`src/pkg/sdg_pkg.sv`:
```
// Constants, register map and types of the SPI status, data and byte gap block
package sdg_pkg;
    localparam int ADDR_W = 8;
    localparam int DATA_W = 8;

    localparam logic [ADDR_W-1:0] ADR_CTRL = 8'hF3;
    localparam logic [ADDR_W-1:0] ADR_STAT = 8'hF4;
    localparam logic [ADDR_W-1:0] ADR_DATA = 8'hF5;
    localparam logic [ADDR_W-1:0] ADR_GAP  = 8'hE3;
    localparam logic [ADDR_W-1:0] ADR_MASK = 8'hE4;
    localparam logic [ADDR_W-1:0] ADR_IEN  = 8'hE5;

    // Control register bits
    localparam int CT_SEL_OUT = 7;
    localparam int CT_EN      = 6;
    localparam int CT_LSB     = 5;
    localparam int CT_MASTER  = 4;
    localparam int CT_CPOL    = 3;
    localparam int CT_PHASE   = 2;

    // Status register bits, also the mask layout
    localparam int SB_DONE  = 7;
    localparam int SB_WRITE_COLLISION_FLAG  = 6;
    localparam int SB_OVF   = 5;
    localparam int SB_FAULT = 4;
    localparam int SB_DIS   = 3;
    localparam int SB_TXF   = 2;

    localparam int GAP_HI = 1;
    localparam int GAP_LO = 0;
    localparam int IE_GLB = 1;
    localparam int IE_SPI = 0;
    localparam logic [1:0] IEN_ALL = 2'h3;

    localparam logic [DATA_W-1:0] RST_BYTE = 8'h00;

    // Serial clock made in master mode
    localparam int CLK_PERIOD_NS  = 25;
    localparam int SCLK_PERIOD_NS = 1000;
    localparam int HALF_CYC = (SCLK_PERIOD_NS / 2 + CLK_PERIOD_NS - 1) / CLK_PERIOD_NS;

    localparam int DIV_W   = 5;
    localparam int IDX_W   = 4;
    localparam int GAP_W   = 3;
    localparam int GCYC_W  = 7;
    localparam int SYNC_W  = 4;
    localparam logic [DIV_W-1:0]  HALF_LAST = DIV_W'(HALF_CYC - 1);
    localparam logic [IDX_W-1:0]  EDGE_LAST = 4'hF;
    localparam logic [SYNC_W-1:0] SYNC_RST  = 4'hF;

    typedef enum logic [1:0] {
        ST_IDLE  = 2'b00,
        ST_GAP   = 2'b01,
        ST_SHIFT = 2'b10
    } sdg_state_t;
endpackage

```
`src/core/sdg_spi_core.sv`:
```
// SPI engine with status flags, data buffers and inter-byte gap
// How it works
// - Phase 0: gap codes 00..11 give 0.5, 1.0, 1.5, 2.0 clock periods.
// - Phase 1: gap codes 00..11 give 1.0, 1.5, 2.0, 2.5 clock periods.
// - Done flag, status bit 7, sets at byte end; stays until cleared.
// - Data register writes are ignored while the done flag is set.
// - Done flag raises the interrupt when its mask bit and both enables are set.
// - Collision flag, status bit 6, sets on a write collision; sticky.
// - Overrun flag, status bit 5, sets on overrun, sticky, raises interrupt.
// - Master with fault detection: select low sets fault flag, bit 4.
// - Fault disable bit 3: 0 select is fault input, 1 follows output enable.
// - Status bit 2 reads 1 while transmit buffer is full, else 0.
// - Data writes load the shifter path; reads return the receive buffer.
// - In master mode a data write starts a full-duplex byte transfer.
// - Select output drives low per transfer, high idle; else left as I/O.
// - Phase 0 samples on first clock edge, phase 1 on second.
// - Master bit 0 selects slave, 1 selects master.
module sdg_spi_core (
    input  logic                       clk_sys_i,
    input  logic                       arst_n_i,
    input  logic [sdg_pkg::ADDR_W-1:0] reg_addr_i,
    input  logic [sdg_pkg::DATA_W-1:0] reg_wdata_i,
    input  logic                       reg_wr_i,
    input  logic                       reg_rd_i,
    output logic [sdg_pkg::DATA_W-1:0] reg_rdata_o,
    output logic                       irq_o,
    input  logic                       sclk_i,
    output logic                       sclk_o,
    output logic                       sclk_oe_o,
    input  logic                       mosi_i,
    output logic                       mosi_o,
    output logic                       mosi_oe_o,
    input  logic                       miso_i,
    output logic                       miso_o,
    output logic                       miso_oe_o,
    input  logic                       ss_n_i,
    output logic                       ss_n_o,
    output logic                       ss_n_oe_o
);
    import sdg_pkg::*;

    logic [SYNC_W-1:0] pin_s;
    logic              sclk_s;
    logic              mosi_s;
    logic              miso_s;
    logic              ss_n_s;

    sdg_sync sdg_sync_inst (
        .clk_sys_i (clk_sys_i),
        .arst_n_i  (arst_n_i),
        .d_i       ({sclk_i, mosi_i, miso_i, ss_n_i}),
        .q_o       (pin_s)
    );
    assign {sclk_s, mosi_s, miso_s, ss_n_s} = pin_s;

    // Register state
    logic [DATA_W-1:0] ctrl_ff, nxt_ctrl;
    logic [1:0]        gap_ff, nxt_gap;
    logic [3:0]        mask_ff, nxt_mask;
    logic [1:0]        ien_ff, nxt_ien;
    logic              done_ff, nxt_done;
    logic              write_collision_flag_ff, nxt_write_collision_flag;
    logic              ovf_ff, nxt_ovf;
    logic              fault_ff, nxt_fault;
    logic              dis_ff, nxt_dis;
    logic              txf_ff, nxt_txf;
    logic [DATA_W-1:0] txb_ff, nxt_txb;
    logic [DATA_W-1:0] rxb_ff, nxt_rxb;
    logic [DATA_W-1:0] rdata_ff, nxt_rdata;

    // Engine state
    sdg_state_t        state_ff, nxt_state;
    logic [DIV_W-1:0]  div_ff, nxt_div;
    logic [GAP_W-1:0]  half_ff, nxt_half;
    logic [IDX_W-1:0]  idx_ff, nxt_idx;
    logic [DATA_W-1:0] sh_ff, nxt_sh;
    logic              out_ff, nxt_out;
    logic              sclk_ff, nxt_sclk;
    logic              sclkd_ff;
    logic              ssn_ff, nxt_ssn;

    logic             master, en, clock_phase_select, cpol, lsb;
    logic             m_on, sel, fault_mode, ss_drive;
    logic             m_ev, s_ev, ev, samp, shout, byte_end, load, in_bit;
    logic             wr_data, wr_ok, take;
    logic [GAP_W-1:0] gap_len;
    logic [3:0]       flags;

    assign master     = ctrl_ff[CT_MASTER];
    assign en         = ctrl_ff[CT_EN];
    assign clock_phase_select = ctrl_ff[CT_PHASE];
    assign cpol       = ctrl_ff[CT_CPOL];
    assign lsb        = ctrl_ff[CT_LSB];
    assign m_on       = en && master;
    assign sel        = en && !master && !ss_n_s;
    assign fault_mode = m_on && !dis_ff;
    assign ss_drive   = m_on && dis_ff && ctrl_ff[CT_SEL_OUT];
    assign gap_len    = {1'b0, gap_ff} + {2'b00, clock_phase_select};
    assign s_ev       = sel && (sclk_s != sclkd_ff);
    assign ev         = m_ev || s_ev;
    assign samp       = ev && (idx_ff[0] == clock_phase_select);
    assign shout      = ev && (idx_ff[0] != clock_phase_select);
    assign byte_end   = ev && (idx_ff == EDGE_LAST);
    assign in_bit     = master ? miso_s : mosi_s;
    assign wr_data    = reg_wr_i && (reg_addr_i == ADR_DATA);

    // Engine: clock divider, gap timer, bit counter and shifter
    always_comb begin
        nxt_state = state_ff;
        nxt_div   = div_ff;
        nxt_half  = half_ff;
        nxt_idx   = idx_ff;
        nxt_sh    = sh_ff;
        nxt_out   = out_ff;
        nxt_sclk  = sclk_ff;
        m_ev      = 1'b0;
        load      = 1'b0;
        case (state_ff)
            ST_IDLE: begin
                nxt_sclk = cpol;
                if (m_on && txf_ff) begin
                    load      = 1'b1;
                    nxt_state = ST_SHIFT;
                    nxt_div   = '0;
                end
            end
            ST_SHIFT: begin
                if (div_ff == HALF_LAST) begin
                    nxt_div  = '0;
                    m_ev     = 1'b1;
                    nxt_sclk = ~sclk_ff;
                    if (idx_ff == EDGE_LAST) begin
                        nxt_half  = '0;
                        nxt_state = (gap_len == '0) ? ST_IDLE : ST_GAP;
                    end
                end else begin
                    nxt_div = div_ff + 1'b1;
                end
            end
            ST_GAP: begin
                // Clock stays parked; sixteen toggles left it at idle level
                if (div_ff == HALF_LAST) begin
                    nxt_div = '0;
                    if (half_ff == gap_len - 1'b1) begin
                        nxt_state = ST_IDLE;
                    end else begin
                        nxt_half = half_ff + 1'b1;
                    end
                end else begin
                    nxt_div = div_ff + 1'b1;
                end
            end
            default: begin
                nxt_state = ST_IDLE;
            end
        endcase
        if (!m_on) begin
            nxt_state = ST_IDLE;
            nxt_sclk  = cpol;
        end
        // Slave preloads only before the first edge of a byte
        if (sel && idx_ff == '0 && txf_ff && !s_ev) begin
            load = 1'b1;
        end
        if (load) begin
            nxt_sh  = txb_ff;
            nxt_out = lsb ? txb_ff[0] : txb_ff[DATA_W-1];
            nxt_idx = '0;
        end
        if (ev) begin
            nxt_idx = idx_ff + 1'b1;
        end
        if (samp) begin
            nxt_sh = lsb ? {in_bit, sh_ff[DATA_W-1:1]} : {sh_ff[DATA_W-2:0], in_bit};
        end
        if (shout && !byte_end) begin
            nxt_out = lsb ? sh_ff[0] : sh_ff[DATA_W-1];
        end
        if (!m_on && !sel) begin
            nxt_idx = '0;
        end
        nxt_ssn = (nxt_state == ST_IDLE);
    end

    always_ff @(posedge clk_sys_i or negedge arst_n_i) begin
        if (!arst_n_i) begin
            state_ff <= ST_IDLE;
            div_ff   <= '0;
            half_ff  <= '0;
            idx_ff   <= '0;
            sh_ff    <= RST_BYTE;
            out_ff   <= 1'b0;
            sclk_ff  <= 1'b0;
            sclkd_ff <= 1'b1;
            ssn_ff   <= 1'b1;
        end else begin
            state_ff <= nxt_state;
            div_ff   <= nxt_div;
            half_ff  <= nxt_half;
            idx_ff   <= nxt_idx;
            sh_ff    <= nxt_sh;
            out_ff   <= nxt_out;
            sclk_ff  <= nxt_sclk;
            sclkd_ff <= sclk_s;
            ssn_ff   <= nxt_ssn;
        end
    end

    // Register file, flags and buffers
    always_comb begin
        nxt_ctrl  = ctrl_ff;
        nxt_gap   = gap_ff;
        nxt_mask  = mask_ff;
        nxt_ien   = ien_ff;
        nxt_done  = done_ff;
        nxt_write_collision_flag  = write_collision_flag_ff;
        nxt_ovf   = ovf_ff;
        nxt_fault = fault_ff;
        nxt_dis   = dis_ff;
        nxt_txf   = txf_ff;
        nxt_txb   = txb_ff;
        nxt_rxb   = rxb_ff;
        nxt_rdata = '0;
        wr_ok     = wr_data && !done_ff;
        take      = wr_ok && (!txf_ff || load);
        if (load) begin
            nxt_txf = 1'b0;
        end
        if (take) begin
            nxt_txf = 1'b1;
            nxt_txb = reg_wdata_i;
        end
        if (reg_wr_i) begin
            case (reg_addr_i)
                ADR_CTRL: nxt_ctrl = reg_wdata_i;
                ADR_GAP:  nxt_gap  = reg_wdata_i[GAP_HI:GAP_LO];
                ADR_MASK: nxt_mask = reg_wdata_i[SB_DONE:SB_FAULT];
                ADR_IEN:  nxt_ien  = reg_wdata_i[IE_GLB:IE_SPI];
                ADR_STAT: begin
                    nxt_dis = reg_wdata_i[SB_DIS];
                    if (reg_wdata_i[SB_DONE])  nxt_done  = 1'b0;
                    if (reg_wdata_i[SB_WRITE_COLLISION_FLAG])  nxt_write_collision_flag  = 1'b0;
                    if (reg_wdata_i[SB_OVF])   nxt_ovf   = 1'b0;
                    if (reg_wdata_i[SB_FAULT]) nxt_fault = 1'b0;
                end
                default: begin
                end
            endcase
        end
        // Sets come after clears so a same-cycle event wins
        if (byte_end) begin
            nxt_done = 1'b1;
            if (done_ff) begin
                nxt_ovf = 1'b1;
            end else begin
                nxt_rxb = nxt_sh;
            end
        end
        if (wr_ok && !take) begin
            nxt_write_collision_flag = 1'b1;
        end
        if (fault_mode && !ss_n_s) begin
            nxt_fault = 1'b1;
        end
        if (reg_rd_i) begin
            case (reg_addr_i)
                ADR_CTRL: nxt_rdata = ctrl_ff;
                ADR_STAT: nxt_rdata = {flags, dis_ff, txf_ff, 2'b00};
                ADR_DATA: nxt_rdata = rxb_ff;
                ADR_GAP:  nxt_rdata = {{(DATA_W-2){1'b0}}, gap_ff};
                ADR_MASK: nxt_rdata = {mask_ff, 4'h0};
                ADR_IEN:  nxt_rdata = {{(DATA_W-2){1'b0}}, ien_ff};
                default:  nxt_rdata = '0;
            endcase
        end
    end

    always_ff @(posedge clk_sys_i or negedge arst_n_i) begin
        if (!arst_n_i) begin
            ctrl_ff  <= RST_BYTE;
            gap_ff   <= '0;
            mask_ff  <= '0;
            ien_ff   <= '0;
            done_ff  <= 1'b0;
            write_collision_flag_ff  <= 1'b0;
            ovf_ff   <= 1'b0;
            fault_ff <= 1'b0;
            dis_ff   <= 1'b0;
            txf_ff   <= 1'b0;
            txb_ff   <= RST_BYTE;
            rxb_ff   <= RST_BYTE;
            rdata_ff <= RST_BYTE;
        end else begin
            ctrl_ff  <= nxt_ctrl;
            gap_ff   <= nxt_gap;
            mask_ff  <= nxt_mask;
            ien_ff   <= nxt_ien;
            done_ff  <= nxt_done;
            write_collision_flag_ff  <= nxt_write_collision_flag;
            ovf_ff   <= nxt_ovf;
            fault_ff <= nxt_fault;
            dis_ff   <= nxt_dis;
            txf_ff   <= nxt_txf;
            txb_ff   <= nxt_txb;
            rxb_ff   <= nxt_rxb;
            rdata_ff <= nxt_rdata;
        end
    end

    assign flags = {done_ff, write_collision_flag_ff, ovf_ff, fault_ff};
    // Collision can be masked like the others; it is off after reset
    assign irq_o = (ien_ff == IEN_ALL) && |(flags & mask_ff);

    assign reg_rdata_o = rdata_ff;
    assign sclk_o      = sclk_ff;
    assign sclk_oe_o   = m_on;
    assign mosi_o      = out_ff;
    assign mosi_oe_o   = m_on;
    assign miso_o      = out_ff;
    assign miso_oe_o   = sel;
    assign ss_n_o      = ssn_ff;
    assign ss_n_oe_o   = ss_drive;

    // Checks
    logic [GCYC_W-1:0] gap_cyc_ff;
    always_ff @(posedge clk_sys_i or negedge arst_n_i) begin
        if (!arst_n_i) begin
            gap_cyc_ff <= '0;
        end else begin
            gap_cyc_ff <= (state_ff == ST_GAP) ? gap_cyc_ff + 1'b1 : '0;
        end
    end
endmodule

```
`src/core/sdg_sync.sv`:
```
// Two-stage synchroniser for the serial pin inputs
module sdg_sync (
    input  logic                       clk_sys_i,
    input  logic                       arst_n_i,
    input  logic [sdg_pkg::SYNC_W-1:0] d_i,
    output logic [sdg_pkg::SYNC_W-1:0] q_o
);
    import sdg_pkg::*;

    logic [SYNC_W-1:0] meta_ff;
    logic [SYNC_W-1:0] sync_ff;

    genvar g;
    for (g = 0; g < SYNC_W; g++) begin : g_bit
        // Reset high: all pins idle high, so no false select at release
        always_ff @(posedge clk_sys_i or negedge arst_n_i) begin
            if (!arst_n_i) begin
                meta_ff[g] <= SYNC_RST[g];
                sync_ff[g] <= SYNC_RST[g];
            end else begin
                meta_ff[g] <= d_i[g];
                sync_ff[g] <= meta_ff[g];
            end
        end
    end

    assign q_o = sync_ff;
endmodule

```
`config.mk`:
```
export PLATFORM = sky130hd
export DESIGN_NAME = sdg_spi_core
export DESIGN_NICKNAME = d
export VERILOG_FILES = /design/src/pkg/sdg_pkg.sv /design/src/core/sdg_spi_core.sv /design/src/core/sdg_sync.sv
export SDC_FILE = /design/constraint.sdc
export NUM_CORES = 1
export LEC_CHECK = 0
export BUFFER_PORTS_ARGS = -buffer_cell sky130_fd_sc_hd__buf_2
export CORE_AREA = 2 2 98 100
export CTS_CLUSTER_DIAMETER = 200
export DETAILED_ROUTE_END_ITERATION = 7
export DIE_AREA = 0 0 100 102
export PLACE_DENSITY = 0.69
export SLEW_MARGIN = 30
export SYNTH_ARGS = -nofsm -noshare
export SYNTH_HDL_FRONTEND = slang
export SYNTH_SLANG_ARGS = --single-unit
```
`constraint.sdc`:
```
create_clock -name clk_sys_i -period 5.8 [get_ports clk_sys_i]
set_clock_uncertainty 0.05 [all_clocks]
set_input_delay 0 -clock clk_sys_i [delete_from_list [all_inputs] [get_ports clk_sys_i]]
set_output_delay 0 -clock clk_sys_i [all_outputs]
set_load 0.02 [all_outputs]
```
==> results of run 1 <==
-- worst max-delay path, stage by stage (launching register included) --
cell and delay (ns):
sky130_fd_sc_hd__dfrtp_1 0.51, sky130_fd_sc_hd__or3b_4 0.45, sky130_fd_sc_hd__nor4_4 0.52, sky130_fd_sc_hd__nor2_1 0.23, sky130_fd_sc_hd__a21oi_4 0.36, sky130_fd_sc_hd__mux2_2 0.38
-- layer usage --
layer  routed length, um  vias up  GRT usage
li1                    -     1437          -
met1                4230     1524      0.252
met2                4550       65      0.324
met3                 317       12     0.0404
met4                 150        0     0.0569
met5                   0        -          0
-- worst paths after layout --
| kind | end | depth (start not counted) | slack [ns] |
|---|---|---|---|
| min in group asynchronous | rxb_ff[2] | 3 | 0.11 |
| worst min register to register | sdg_sync_inst.q_o[1] | 0 | 0.31 |
| worst min-delay path | reg_rdata_o[2] | 4 | 0.03 |
| worst max register to register | txb_ff[0] | 5 | 3.17 |
| worst max-delay path | txb_ff[0] | 5 | 3.17 |
| max in group asynchronous | ss_n_o | 4 | 5.09 |
-- sequential cells by signal (all words and copies together) (netlist names), 2 cells and up --
name                   count
ctrl_ff                    8
reg_rdata_o                8
rxb_ff                     8
sh_ff                      8
txb_ff                     8
div_ff                     5
idx_ff                     4
mask_ff                    4
sdg_sync_inst.meta_ff      4
sdg_sync_inst.q_o          4
half_ff                    3
gap_ff                     2
ien_ff                     2
state_ff                   2
-- final cells by class --
| cell class | instances | share of cell area |
|---|---|---|
| Tap cell | 111 | 0.0296 |
| Timing Repair Buffer | 56 | 0.0831 |
| Clock inverter | 5 | 0.0136 |
| Sequential cell | 80 | 0.429 |
| Multi-Input combinational cell | 255 | 0.403 |
| Clock buffer | 11 | 0.0322 |
| Inverter | 12 | 0.00959 |
-- logic make-up after synthesis --
| kind of cell | count (synthesis) | share of synthesized area |
|---|---|---|
| muxes | 50 | 0.135 |
| AOI/OAI and AO/OA | 92 | 0.153 |
| buffers and inverters | 26 | 0.0284 |
| and+or+nand+nor | 95 | 0.127 |
| xor gates and xnor gates | 6 | 0.0168 |
| DFF | 80 | 0.502 |
| adders and majority gates | 12 | 0.0374 |
-- cell usage in the layout (no fill, tap or decap), types with 7 or more instances in the layout --
cell type / synthesis / routed
sky130_fd_sc_hd__nor2_1: 20 / 20
sky130_fd_sc_hd__and3_1: 7 / 7
sky130_fd_sc_hd__o21ai_0: 25 / 25
sky130_fd_sc_hd__inv_1: 12 / 12
sky130_fd_sc_hd__a32oi_1: 8 / 8
sky130_fd_sc_hd__buf_2: 1 / 39
sky130_fd_sc_hd__dfstp_2: 10 / 10
sky130_fd_sc_hd__nand2_1: 27 / 27
sky130_fd_sc_hd__mux2i_1: 17 / 17
sky130_fd_sc_hd__a21oi_1: 20 / 20
sky130_fd_sc_hd__dfrtp_1: 70 / 70
sky130_fd_sc_hd__dlygate4sd3_1: 0 / 14
sky130_fd_sc_hd__mux2_2: 31 / 31
sky130_fd_sc_hd__a22oi_1: 15 / 15
sky130_fd_sc_hd__nor3_1: 10 / 10
sky130_fd_sc_hd__clkbuf_8: 0 / 11
sky130_fd_sc_hd__ha_1: 12 / 12
-- synth_stat cells, types with 7 or more instances --
| cell | instances | area share |
|---|---|---|
| sky130_fd_sc_hd__dfrtp_1 | 70 | 0.44 |
| sky130_fd_sc_hd__mux2_2 | 31 | 0.087 |
| sky130_fd_sc_hd__nand2_1 | 27 | 0.025 |
| sky130_fd_sc_hd__o21ai_0 | 25 | 0.031 |
| sky130_fd_sc_hd__a21oi_1 | 20 | 0.025 |
| sky130_fd_sc_hd__nor2_1 | 20 | 0.019 |
| sky130_fd_sc_hd__mux2i_1 | 17 | 0.042 |
| sky130_fd_sc_hd__a22oi_1 | 15 | 0.028 |
| sky130_fd_sc_hd__ha_1 | 12 | 0.037 |
| sky130_fd_sc_hd__inv_1 | 12 | 0.011 |
| sky130_fd_sc_hd__clkbuf_1 | 10 | 0.0094 |
| sky130_fd_sc_hd__dfstp_2 | 10 | 0.065 |
| sky130_fd_sc_hd__nor3_1 | 10 | 0.012 |
| sky130_fd_sc_hd__a32oi_1 | 8 | 0.017 |
| sky130_fd_sc_hd__and3_1 | 7 | 0.011 |
-- repair_timing --
item / 4_1_cts / 5_1_grt
setup endpoints to repair: 0 / 0
hold buffers: 14 / 0
endpoints found under the hold margin: 114 / 0
-- power by group --
part | total (W) | internal [W] | switching (W)
Clock | 0.000440 | 0.000225 | 0.000215
Combinational | 0.000120 | 0.0000574 | 0.0000626
Sequential | 0.000625 | 0.000590 | 0.0000345
Total | 0.00118 | 0.000873 | 0.000312
-- stage by stage --
| stage | cell area, um2 | hold WS [ns] | utilization | total power [W] | worst slack, ns |
|---|---|---|---|---|---|
| after floorplan | 4010 | -0.346 | - | 0.000697 | 3.56 |
| after global placement | 4290 | 0.0583 | 0.470 | 0.000741 | 3.24 |
| after detailed placement | 4330 | -0.0520 | 0.476 | 0.000747 | 3.19 |
| after CTS | 4690 | 0.0203 | 0.515 | 0.00119 | 3.17 |
| after global routing | 4700 | 0.0658 | 0.516 | 0.00123 | 3.01 |
| final | 4700 | 0.0327 | 0.516 | 0.00118 | 3.17 |
==> key figures, run 1 <==
Timing
  • Clock period minus worst slack: 2.63 ns
  • Final sum of negative setup slack: 0 ns
  • Slew margin rel.: 0.536
  • Transition time of the tightest slew-check pin: 0.693 ns
  • Final cycle utilization of the critical path: 0.453
  • Final setup violation count: 0
  • Fmax: 381 MHz
  • Number of max-slew violations in the final report: 0
  • Number of failing hold endpoints at the final stage: 0
  • Unrepaired setup endpoints after global routing: false

Detailed routing
  • Initial DRT Pass Iterations: 4
  • Average wire length per cell after detail routing: 17.4 um
  • # DRC: 0
  • Number of vias per cell: 5.73
  • Routed wire length: 9250 um
  • First-iteration detailed-routing DRC count: 187
  • Antenna Violating Nets Remaining: 0
  • Count of vias placed by the detailed router: 3038

Placement
  • IO Port Bufs: 40
  • Final estimated routing congestion in global placement: 0.833
  • Cells after DPL: 500
  • HPWL after DPL: 6850 um

Floorplan
  • DIE HEIGHT: 102 um
  • Cell row count: 35
  • Number of top-level pins: 41
  • Total die area: 0.0102 mm2
  • Core outline area: 0.00911 mm2
  • Die X-Extent: 100 um
  • Starting Density: 0.441

Clock tree
  • Buffer cell driving the clock tree root: sky130_fd_sc_hd__clkbuf_8
  • Total of cells resized after clock tree synthesis: 0
  • CTS buffer count: 9
  • Setup bufs post-CTS: 0
  • Clock Pin Slew Worst Setup and Hold Paths: 0.09 ns
  • Clk Latency, worst-skew pair: 0.36 ns
  • Count of H-tree levels built during CTS: 3
  • CTS tree: yes
  • Sinks on the clock net: 80
  • Bufs on Longest Clock Path: 2

Critical path
  • Worst reg2reg startpoint: ctrl_ff[4]
  • Start point of the critical path: ctrl_ff[4]
  • Category of the most critical setup path: reg -> reg
  • Capturing element type of the critical path: flip-flop
  • Critical path data arrival time: 2.82 ns
  • Critical path startpoint category: flip-flop
  • Data required, critical path: 5.99 ns
  • Max Fanout on Critical Path: 10

Logic synthesis
  • Post-synthesis instance area: 0.00401 mm2
  • Yosys warning count: 0
  • Sequential area share after synthesis: 0.502
  • Number of enable-type register cells in the synthesized netlist: 0
  • Proportion of synthesized flip-flops having asynchronous set or reset: 1.00
  • Cell variety after synth: 52
  • Main flop type after synthesis: sky130_fd_sc_hd__dfrtp_1
  • Post-synthesis area per instance: 11.1 um2
  • Number of synthesized register bits: 80
  • Mapped Nets: 397
  • Mapped Cells: 361

Finish
  • Storage cell area: 0.00201 mm2
  • Total number of nets in the final design: 450
  • Number of inserted diodes: 0
  • Finished Layout Cells: 530
  • Post-synthesis to final-layout area growth: 17.0%
  • Share of cells above drive strength 1: 0.260
  • Filler cell count in the final layout: 831
  • Multi-input gate area: 0.00189 mm2

Job
  • Max-capacitance violation count: 0

Global route
  • Total congestion overflow: 0
  • Maximum number of pins on one net before global-route repair: 52
  • Antenna violations before repair: 0
  • Vias in the first global route: 3029
  • Total routing resource utilization after global routing: 0.192
  • Global-route wire length before repair: 15200 um

Hold path
  • Worst hold path class: in -> reg
  • Hold Crit Start: reg_addr_i[2]

Power and ir drop
  • Leakage power: 2.14 nW
  • Power per cell area: 252 mW/mm2
  • Peak ir drop on the vdd network: 110 uV

Status
  • Run status: complete, no violations
Power figures use the tool's default switching activity.
==> run 2, diff against run 1 <==
--- a/config.mk
+++ b/config.mk
@@ -10,7 +10,7 @@
 export CTS_CLUSTER_DIAMETER = 200
 export DETAILED_ROUTE_END_ITERATION = 7
 export DIE_AREA = 0 0 100 102
-export PLACE_DENSITY = 0.69
+export PLACE_DENSITY = 0.72
 export SLEW_MARGIN = 30
 export SYNTH_ARGS = -nofsm -noshare
 export SYNTH_HDL_FRONTEND = slang
==> constraint.sdc (replaced) <==
create_clock -name clk_sys_i -period 2.14 [get_ports clk_sys_i]
set_clock_uncertainty 0.05 [all_clocks]
set_input_delay 0 -clock clk_sys_i [delete_from_list [all_inputs] [get_ports clk_sys_i]]
set_output_delay 0 -clock clk_sys_i [all_outputs]
set_load 0.02 [all_outputs]
==> key figures, run 2 (synthesized netlist as in run 1, its figures left out) <==
Status
  • Run status: finished with violations
  • Violated checks: setup timing

Power and ir drop
  • Power per cell area: 635 mW/mm2 (+150%)
  • Peak ir drop on the vdd network: 303 uV (+180%)
  • Leakage power: 2.31 nW (+7.8%)

Clock tree
  • CTS tree: yes
  • Clk Latency, worst-skew pair: 0.35 ns (about the same)
  • CTS buffer count: 9 (unchanged)
  • Sinks on the clock net: 80 (unchanged)
  • Buffer cell driving the clock tree root: sky130_fd_sc_hd__clkbuf_8
  • Clock Pin Slew Worst Setup and Hold Paths: 0.08 ns (about the same)
  • Count of H-tree levels built during CTS: 3 (unchanged)
  • Bufs on Longest Clock Path: 2 (unchanged)

Floorplan
  • Cell row count: 35 (unchanged)
  • Total die area: 0.0102 mm2 (unchanged)
  • Die X-Extent: 100 um (unchanged)
  • Starting Density: 0.441 (unchanged)
  • DIE HEIGHT: 102 um (unchanged)
  • Core outline area: 0.00911 mm2 (unchanged)
  • Number of top-level pins: 41 (unchanged)

Timing
  • Slew margin rel.: 0.575 (+0.0397)
  • Number of max-slew violations in the final report: 0 (unchanged)
  • Number of failing hold endpoints at the final stage: 0 (unchanged)
  • Setup WS post-layout: -0.00276 ns (-3.18 ns)
  • Final cycle utilization of the critical path: 1.00 (+0.548)
  • Unrepaired setup endpoints after global routing: true
  • Transition time of the tightest slew-check pin: 0.634 ns (-0.0586 ns)
  • Final hold slack: 0.0211 ns (-0.0115 ns)
  • Clock period minus worst slack: 2.14 ns (-0.484 ns)
  • Fmax: 467 MHz (+23%)
  • Final setup violation count: 1 (+1)

Finish
  • Share of cells above drive strength 1: 0.355 (+0.0946)
  • Total number of nets in the final design: 482 (+7.1%)
  • Filler cell count in the final layout: 791 (-4.8%)
  • Finished Layout Cells: 562 (+6.0%)
  • Most frequent cells in the layout: sky130_fd_sc_hd__dfrtp_1, sky130_fd_sc_hd__buf_2, sky130_fd_sc_hd__buf_4, sky130_fd_sc_hd__nand2_1, sky130_fd_sc_hd__mux2_2
  • Finished layout cell area: 0.00507 mm2 (+8.0%)
  • Most common library cell in the layout ignoring fill and taps: sky130_fd_sc_hd__dfrtp_1
  • Post-synthesis to final-layout area growth: 26.4%
  • Number of inserted diodes: 0 (unchanged)

Critical path
  • FF-to-FF path depth: 9 (+4)
  • Worst reg2reg startpoint: ctrl_ff[2]
  • Capturing element type of the critical path: flip-flop
  • Critical path data arrival time: 2.32 ns (-0.50 ns)
  • Highest-delay cell along the critical path: sky130_fd_sc_hd__dfrtp_1
  • Category of the most critical setup path: reg -> reg
  • Setup slack on the worst flop-to-flop path: -0.003 ns (-3.18 ns)
  • Biggest cell delay along the critical path: 0.39 ns (-0.13 ns)
  • Data required, critical path: 2.32 ns (-3.67 ns)
  • Destination of the worst register-to-register timing path: state_ff[0]
  • Max Fanout on Critical Path: 2 (-8)
  • Cells along the critical path: ha_2 -> ha_4 -> inv_4 -> ha_4 -> xor3_2 -> o41ai_2 -> nand2_1 -> o21ai_1 -> a21oi_1
  • Most used cell, CP: sky130_fd_sc_hd__ha_4
  • Critical path startpoint category: flip-flop

Hold path
  • Hold path cells: 3 (-1)
  • Hold Crit Start: reg_addr_i[4]
  • Worst hold path class: in -> reg
  • Sink of the worst hold path: reg_rdata_o[2]

Placement
  • Cells after DPL: 523 (+4.6%)
  • Post-placement cell area: 0.00452 mm2 (+4.3%)
  • Post-place setup slack: -0.0976 ns (-3.29 ns)
  • Final estimated routing congestion in global placement: 0.841 (+0.92%)
  • HPWL after DPL: 7110 um (+3.9%)
  • IO Port Bufs: 40 (unchanged)

Global route
  • Total congestion overflow: 0 (unchanged)
  • Met2 track demand over resource in global routing: 0.326 (+0.00260)
  • Global-route wire length before repair: 15600 um (+2.4%)
  • Antenna violations before repair: 0 (unchanged)
  • Met3 Usage GRT: 0.0321 (-0.00821)
  • Total routing resource utilization after global routing: 0.195 (+0.00294)
  • Vias in the first global route: 3074 (+1.5%)
  • Maximum number of pins on one net before global-route repair: 52 (unchanged)
  • Most Used Layer, Global Route: met2
  • Met1 demand-to-capacity share in global routing: 0.262 (+0.0103)

Job
  • Max-capacitance violation count: 0 (unchanged)

Detailed routing
  • Number of vias per cell: 5.83 (+1.6%)
  • Routed wire length: 10200 um (+10%)
  • Initial DRT Pass Iterations: 5 (+1)
  • Average wire length per cell after detail routing: 18.1 um (+3.8%)
  • First-iteration detailed-routing DRC count: 255 (+36%)
  • Antenna Violating Nets Remaining: 0 (unchanged)
  • Count of vias placed by the detailed router: 3274 (+7.8%)
  • # DRC: 0 (unchanged)
## run 2: changes by cell type in the layout (fill, tap and decap cells not counted), moves of 2 or more
cell,before,now
sky130_fd_sc_hd__buf_4,1,31
sky130_fd_sc_hd__nor3_1,10,8
sky130_fd_sc_hd__a32oi_2,0,2
sky130_fd_sc_hd__ha_4,0,2
sky130_fd_sc_hd__mux2_1,2,0
sky130_fd_sc_hd__mux2_2,31,27
sky130_fd_sc_hd__mux2_4,0,6
sky130_fd_sc_hd__a32oi_1,8,6
sky130_fd_sc_hd__buf_12,1,3
sky130_fd_sc_hd__ha_1,12,9
sky130_fd_sc_hd__nand2b_4,0,2
sky130_fd_sc_hd__nand2b_1,5,3
## run 2: layout make-up
| cell class | count | area, um2 | share of cell area |
|---|---|---|---|
| multi-input combinational | 256 | 2040 | 0.401 |
| clock inverter | 6 | 68.8 | 0.0136 |
| clock buffer | 10 | 138 | 0.0271 |
| inverter | 12 | 47.5 | 0.00937 |
| tap | 111 | 139 | 0.0274 |
| sequential | 80 | 2010 | 0.397 |
| timing repair buffer | 87 | 629 | 0.124 |
## run 2: power breakdown
part           total, W  switching (W)  internal, W  leakage [nW]
sequential      0.00169      0.0000861      0.00160          1.07
clock           0.00115       0.000574     0.000575         0.102
combinational  0.000388       0.000202     0.000185          1.14
## run 2: worst max-delay path by stage
stage                               startpoint          end  slack (ns)  cells after the start
after floorplan                     ctrl_ff[4]    rxb_ff[2]       -0.05                      6
after global placement    sdg_sync_inst.q_o[0]    rxb_ff[5]       0.006                      5
after detailed placement            ctrl_ff[2]  state_ff[0]        -0.1                      9
after CTS                           ctrl_ff[2]  state_ff[0]       -0.03                      9
after global routing                ctrl_ff[2]  state_ff[0]       -0.13                      9
final                               ctrl_ff[2]  state_ff[0]      -0.003                      9
## run 2: critical path, delay by kind of cell, from the launching register on
family          cells  cell delay, ns
xor+xnor            1            0.25
compound gates      3            0.56
buf+inv             1            0.04
fa+ha+maj           3            0.61
flops               1            0.39
simple gates        1            0.12
## run 2: metal layers
layer	wire length, um	vias up
met2	5020	108
li1	-	1495
met5	0	-
met4	270	0
met1	4450	1652
met3	444	19
## run 2: what timing repair did
item                       CTS  global route
setup endpoints to repair   12            25
gates cloned                 0             1
resized for setup            1            26
pin swaps                    3            13
hold endpoints to repair   104             0
hold buffers                13             0
setup buffers                0             9
## run 2: metrics by stage
step / utilization / power, W / TNS [ns]
after global placement: 0.496 / 0.00203 / 0
after floorplan: - / 0.00189 / -0.422
final: 0.557 / 0.00322 / -0.00276
after CTS: 0.533 / 0.00321 / -0.0781
after global routing: 0.557 / 0.00335 / -0.457
after detailed placement: 0.496 / 0.00204 / -0.319
==> run 3, diff against run 2 <==
--- a/config.mk
+++ b/config.mk
@@ -6,11 +6,11 @@
 export NUM_CORES = 1
 export LEC_CHECK = 0
 export BUFFER_PORTS_ARGS = -buffer_cell sky130_fd_sc_hd__buf_2
-export CORE_AREA = 2 2 98 100
+export CORE_AREA = 2 2 128 130
 export CTS_CLUSTER_DIAMETER = 200
 export DETAILED_ROUTE_END_ITERATION = 7
-export DIE_AREA = 0 0 100 102
-export PLACE_DENSITY = 0.72
+export DIE_AREA = 0 0 130 132
+export PLACE_DENSITY = 0.49
 export SLEW_MARGIN = 30
 export SYNTH_ARGS = -nofsm -noshare
 export SYNTH_HDL_FRONTEND = slang
==> constraint.sdc (replaced) <==
create_clock -name clk_sys_i -period 2.1 [get_ports clk_sys_i]
set_clock_uncertainty 0.05 [all_clocks]
set_input_delay 0 -clock clk_sys_i [delete_from_list [all_inputs] [get_ports clk_sys_i]]
set_output_delay 0 -clock clk_sys_i [all_outputs]
set_load 0.02 [all_outputs]
==> key figures, run 3 (synthesized netlist as in run 1, its figures left out) <==
Finish
  • Finished Layout Cells: 668 (+19%)
  • Post-synthesis to final-layout area growth: 32.4%
  • Filler cell count in the final layout: 1599 (+100%)
  • Finished layout cell area: 0.00531 mm2 (+4.7%)
  • Multi-input gate area: 0.00204 mm2 (+0.18%)
  • Most common library cell in the layout ignoring fill and taps: sky130_fd_sc_hd__dfrtp_1
  • Storage cell area: 0.00201 mm2 (unchanged)
  • Most frequent cells in the layout: sky130_fd_sc_hd__dfrtp_1, sky130_fd_sc_hd__buf_2, sky130_fd_sc_hd__buf_4, sky130_fd_sc_hd__nand2_1, sky130_fd_sc_hd__mux2_2
  • Total number of nets in the final design: 483 (+0.21%)
  • Number of inserted diodes: 0 (unchanged)
  • Share of cells above drive strength 1: 0.352 (-0.00300)

Floorplan
  • Number of top-level pins: 41 (unchanged)
  • Core outline area: 0.0157 mm2 (+73%)
  • Total die area: 0.0172 mm2 (+68%)
  • Die X-Extent: 130 um (+30%)
  • Starting Density: 0.255 (-0.185)
  • Cell row count: 46 (+31%)
  • DIE HEIGHT: 132 um (+29%)

Hold path
  • Worst hold path class: in -> reg
  • Hold Crit Start: reg_addr_i[2]

Clock tree
  • CTS tree: yes
  • Clock Pin Slew Worst Setup and Hold Paths: 0.06 ns (-0.02 ns)
  • Buffer cell driving the clock tree root: sky130_fd_sc_hd__clkbuf_16
  • Count of H-tree levels built during CTS: 3 (unchanged)
  • Bufs on Longest Clock Path: 2 (unchanged)
  • CTS buffer count: 9 (unchanged)
  • Sinks on the clock net: 80 (unchanged)
  • Clk Latency, worst-skew pair: 0.35 ns (about the same)

Power and ir drop
  • Power per cell area: 702 mW/mm2 (+10%)
  • Pwr Total: 0.00373 W (+16%)
  • Leakage power: 2.34 nW (+1.5%)
  • Peak ir drop on the vdd network: 488 uV (+61%)

Detailed routing
  • Routed wire length: 10900 um (+7.1%)
  • Initial DRT Pass Iterations: 5 (unchanged)
  • First-iteration detailed-routing DRC count: 190 (-25%)
  • # DRC: 0 (unchanged)
  • Count of vias placed by the detailed router: 3145 (-3.9%)
  • Antenna Violating Nets Remaining: 0 (unchanged)
  • Number of vias per cell: 4.71 (-19%)
  • Average wire length per cell after detail routing: 16.3 um (-9.9%)

Critical path
  • Critical path startpoint category: flip-flop
  • Worst reg2reg startpoint: sdg_sync_inst.q_o[0]
  • Data required, critical path: 2.28 ns (-0.04 ns)
  • Highest-delay cell along the critical path: sky130_fd_sc_hd__or4_4
  • Category of the most critical setup path: reg -> reg
  • Largest delay contributor family on the critical path: simple AND/OR/NAND/NOR gates
  • Critical path data arrival time: 2.34 ns (+0.02 ns)
  • Biggest cell delay along the critical path: 0.55 ns (+0.16 ns)
  • Bufs and invs on worst path: 0 (-1)
  • Capturing element type of the critical path: flip-flop
  • Max Fanout on Critical Path: 5 (+3)
  • Cells along the critical path: or3b_4 -> or4_4 -> a32oi_1 -> a22oi_2 -> mux2_2
  • Start point of the critical path: sdg_sync_inst.q_o[0]

Timing
  • Final setup violation count: 5 (+4)
  • Number of failing hold endpoints at the final stage: 0 (unchanged)
  • Slew margin rel.: 0.564 (-0.0114)
  • Clock period minus worst slack: 2.16 ns (+0.0129 ns)
  • Fmax: 464 MHz (-0.60%)
  • Transition time of the tightest slew-check pin: 0.654 ns (+0.0199 ns)
  • Final cycle utilization of the critical path: 1.03 (+0.0252)
  • Setup WS post-layout: -0.0557 ns (-0.0529 ns)
  • Number of max-slew violations in the final report: 0 (unchanged)
  • Unrepaired setup endpoints after global routing: true
  • Final hold slack: 0.0641 ns (+0.0429 ns)

Status
  • Run status: finished with violations
  • Violated checks: setup timing

Placement
  • IO Port Bufs: 40 (unchanged)
  • Post-placement cell area: 0.00470 mm2 (+4.0%)
  • HPWL after DPL: 8020 um (+13%)
  • Cells after DPL: 631 (+21%)
  • Post-place setup slack: -0.173 ns (-0.0749 ns)
  • Final estimated routing congestion in global placement: 0.826 (-1.8%)

Global route
  • Maximum number of pins on one net before global-route repair: 47 (-9.6%)
  • Vias in the first global route: 3305 (+7.5%)
  • Global-route wire length before repair: 17700 um (+13%)
  • Total routing resource utilization after global routing: 0.134 (-0.0608)
  • Total congestion overflow: 0 (unchanged)
  • Antenna violations before repair: 0 (unchanged)

Job
  • Max-capacitance violation count: 0 (unchanged)
## run 3: changes by cell type in the layout (fill, tap and decap cells not counted), moves of 2 or more
cell,delta
sky130_fd_sc_hd__a22oi_1,-3
sky130_fd_sc_hd__a22oi_2,+3
sky130_fd_sc_hd__clkbuf_1,+2
sky130_fd_sc_hd__clkbuf_16,+9
sky130_fd_sc_hd__clkbuf_8,-9
sky130_fd_sc_hd__clkinv_4,-2
sky130_fd_sc_hd__mux2_2,-2
sky130_fd_sc_hd__mux2_4,+2
sky130_fd_sc_hd__nand2b_1,+2
sky130_fd_sc_hd__nand2b_4,-2
## run 3: layer usage
metal	part of all wire	global-route usage	up-vias	wire length [um]
met2	0.49	0.219	64	5370
met5	0	0	-	0
li1	-	-	1499	-
met4	0.015	0.0305	0	163
met3	0.036	0.0377	18	394
met1	0.46	0.176	1564	4980
## run 3: area by class of cell
class | count | area share
multi-input combinational | 256 | 0.384
timing repair buffer | 88 | 0.120
sequential | 80 | 0.379
clock inverter | 4 | 0.0101
clock buffer | 12 | 0.0464
tap | 216 | 0.0509
inverter | 12 | 0.00895
## run 3: path summary, 6_finish.rpt
| check | to | slack, ns | cells after the start |
|---|---|---|---|
| worst max-delay path | rxb_ff[3] | -0.06 | 5 |
| worst min-delay path | reg_rdata_o[3] | 0.06 | 4 |
| worst max register to register | rxb_ff[3] | -0.06 | 5 |
| worst min register to register | sdg_sync_inst.q_o[2] | 0.31 | 0 |
| max in group asynchronous | sdg_sync_inst.q_o[1] | 1.16 | 3 |
| min in group asynchronous | done_ff | 0.17 | 2 |
## run 3: through the flow
stage           util  setup TNS [ns]
2_1_floorplan      -           -1.27
3_3_place_gp   0.299           -1.28
5_1_grt        0.338          -0.811
3_5_place_dp   0.299           -2.10
6_report       0.338          -0.153
4_1_cts        0.332          -0.183
## run 3: repair_timing
item / in CTS / in global routing
setup endpoints to repair: 21 / 22
gates resized for setup: 12 / 14
pin swaps: 6 / 10
buffers inserted: 2 / 4
hold buffers: 14 / 0
gates cloned: 1 / 0
hold endpoints to repair: 76 / 0
## run 3: where the power goes
group / internal [W] / switching, W
Combinational: 0.000201 / 0.000224
Sequential: 0.00163 / 0.0000807
Clock: 0.000956 / 0.000633
Total: 0.00279 / 0.000938
## run 3: worst min-delay path, stage by stage
cell and delay, ns:
sky130_fd_sc_hd__buf_2 0.10, sky130_fd_sc_hd__nor3_1 0.09, sky130_fd_sc_hd__a21oi_1 0.17, sky130_fd_sc_hd__nor3_1 0.06
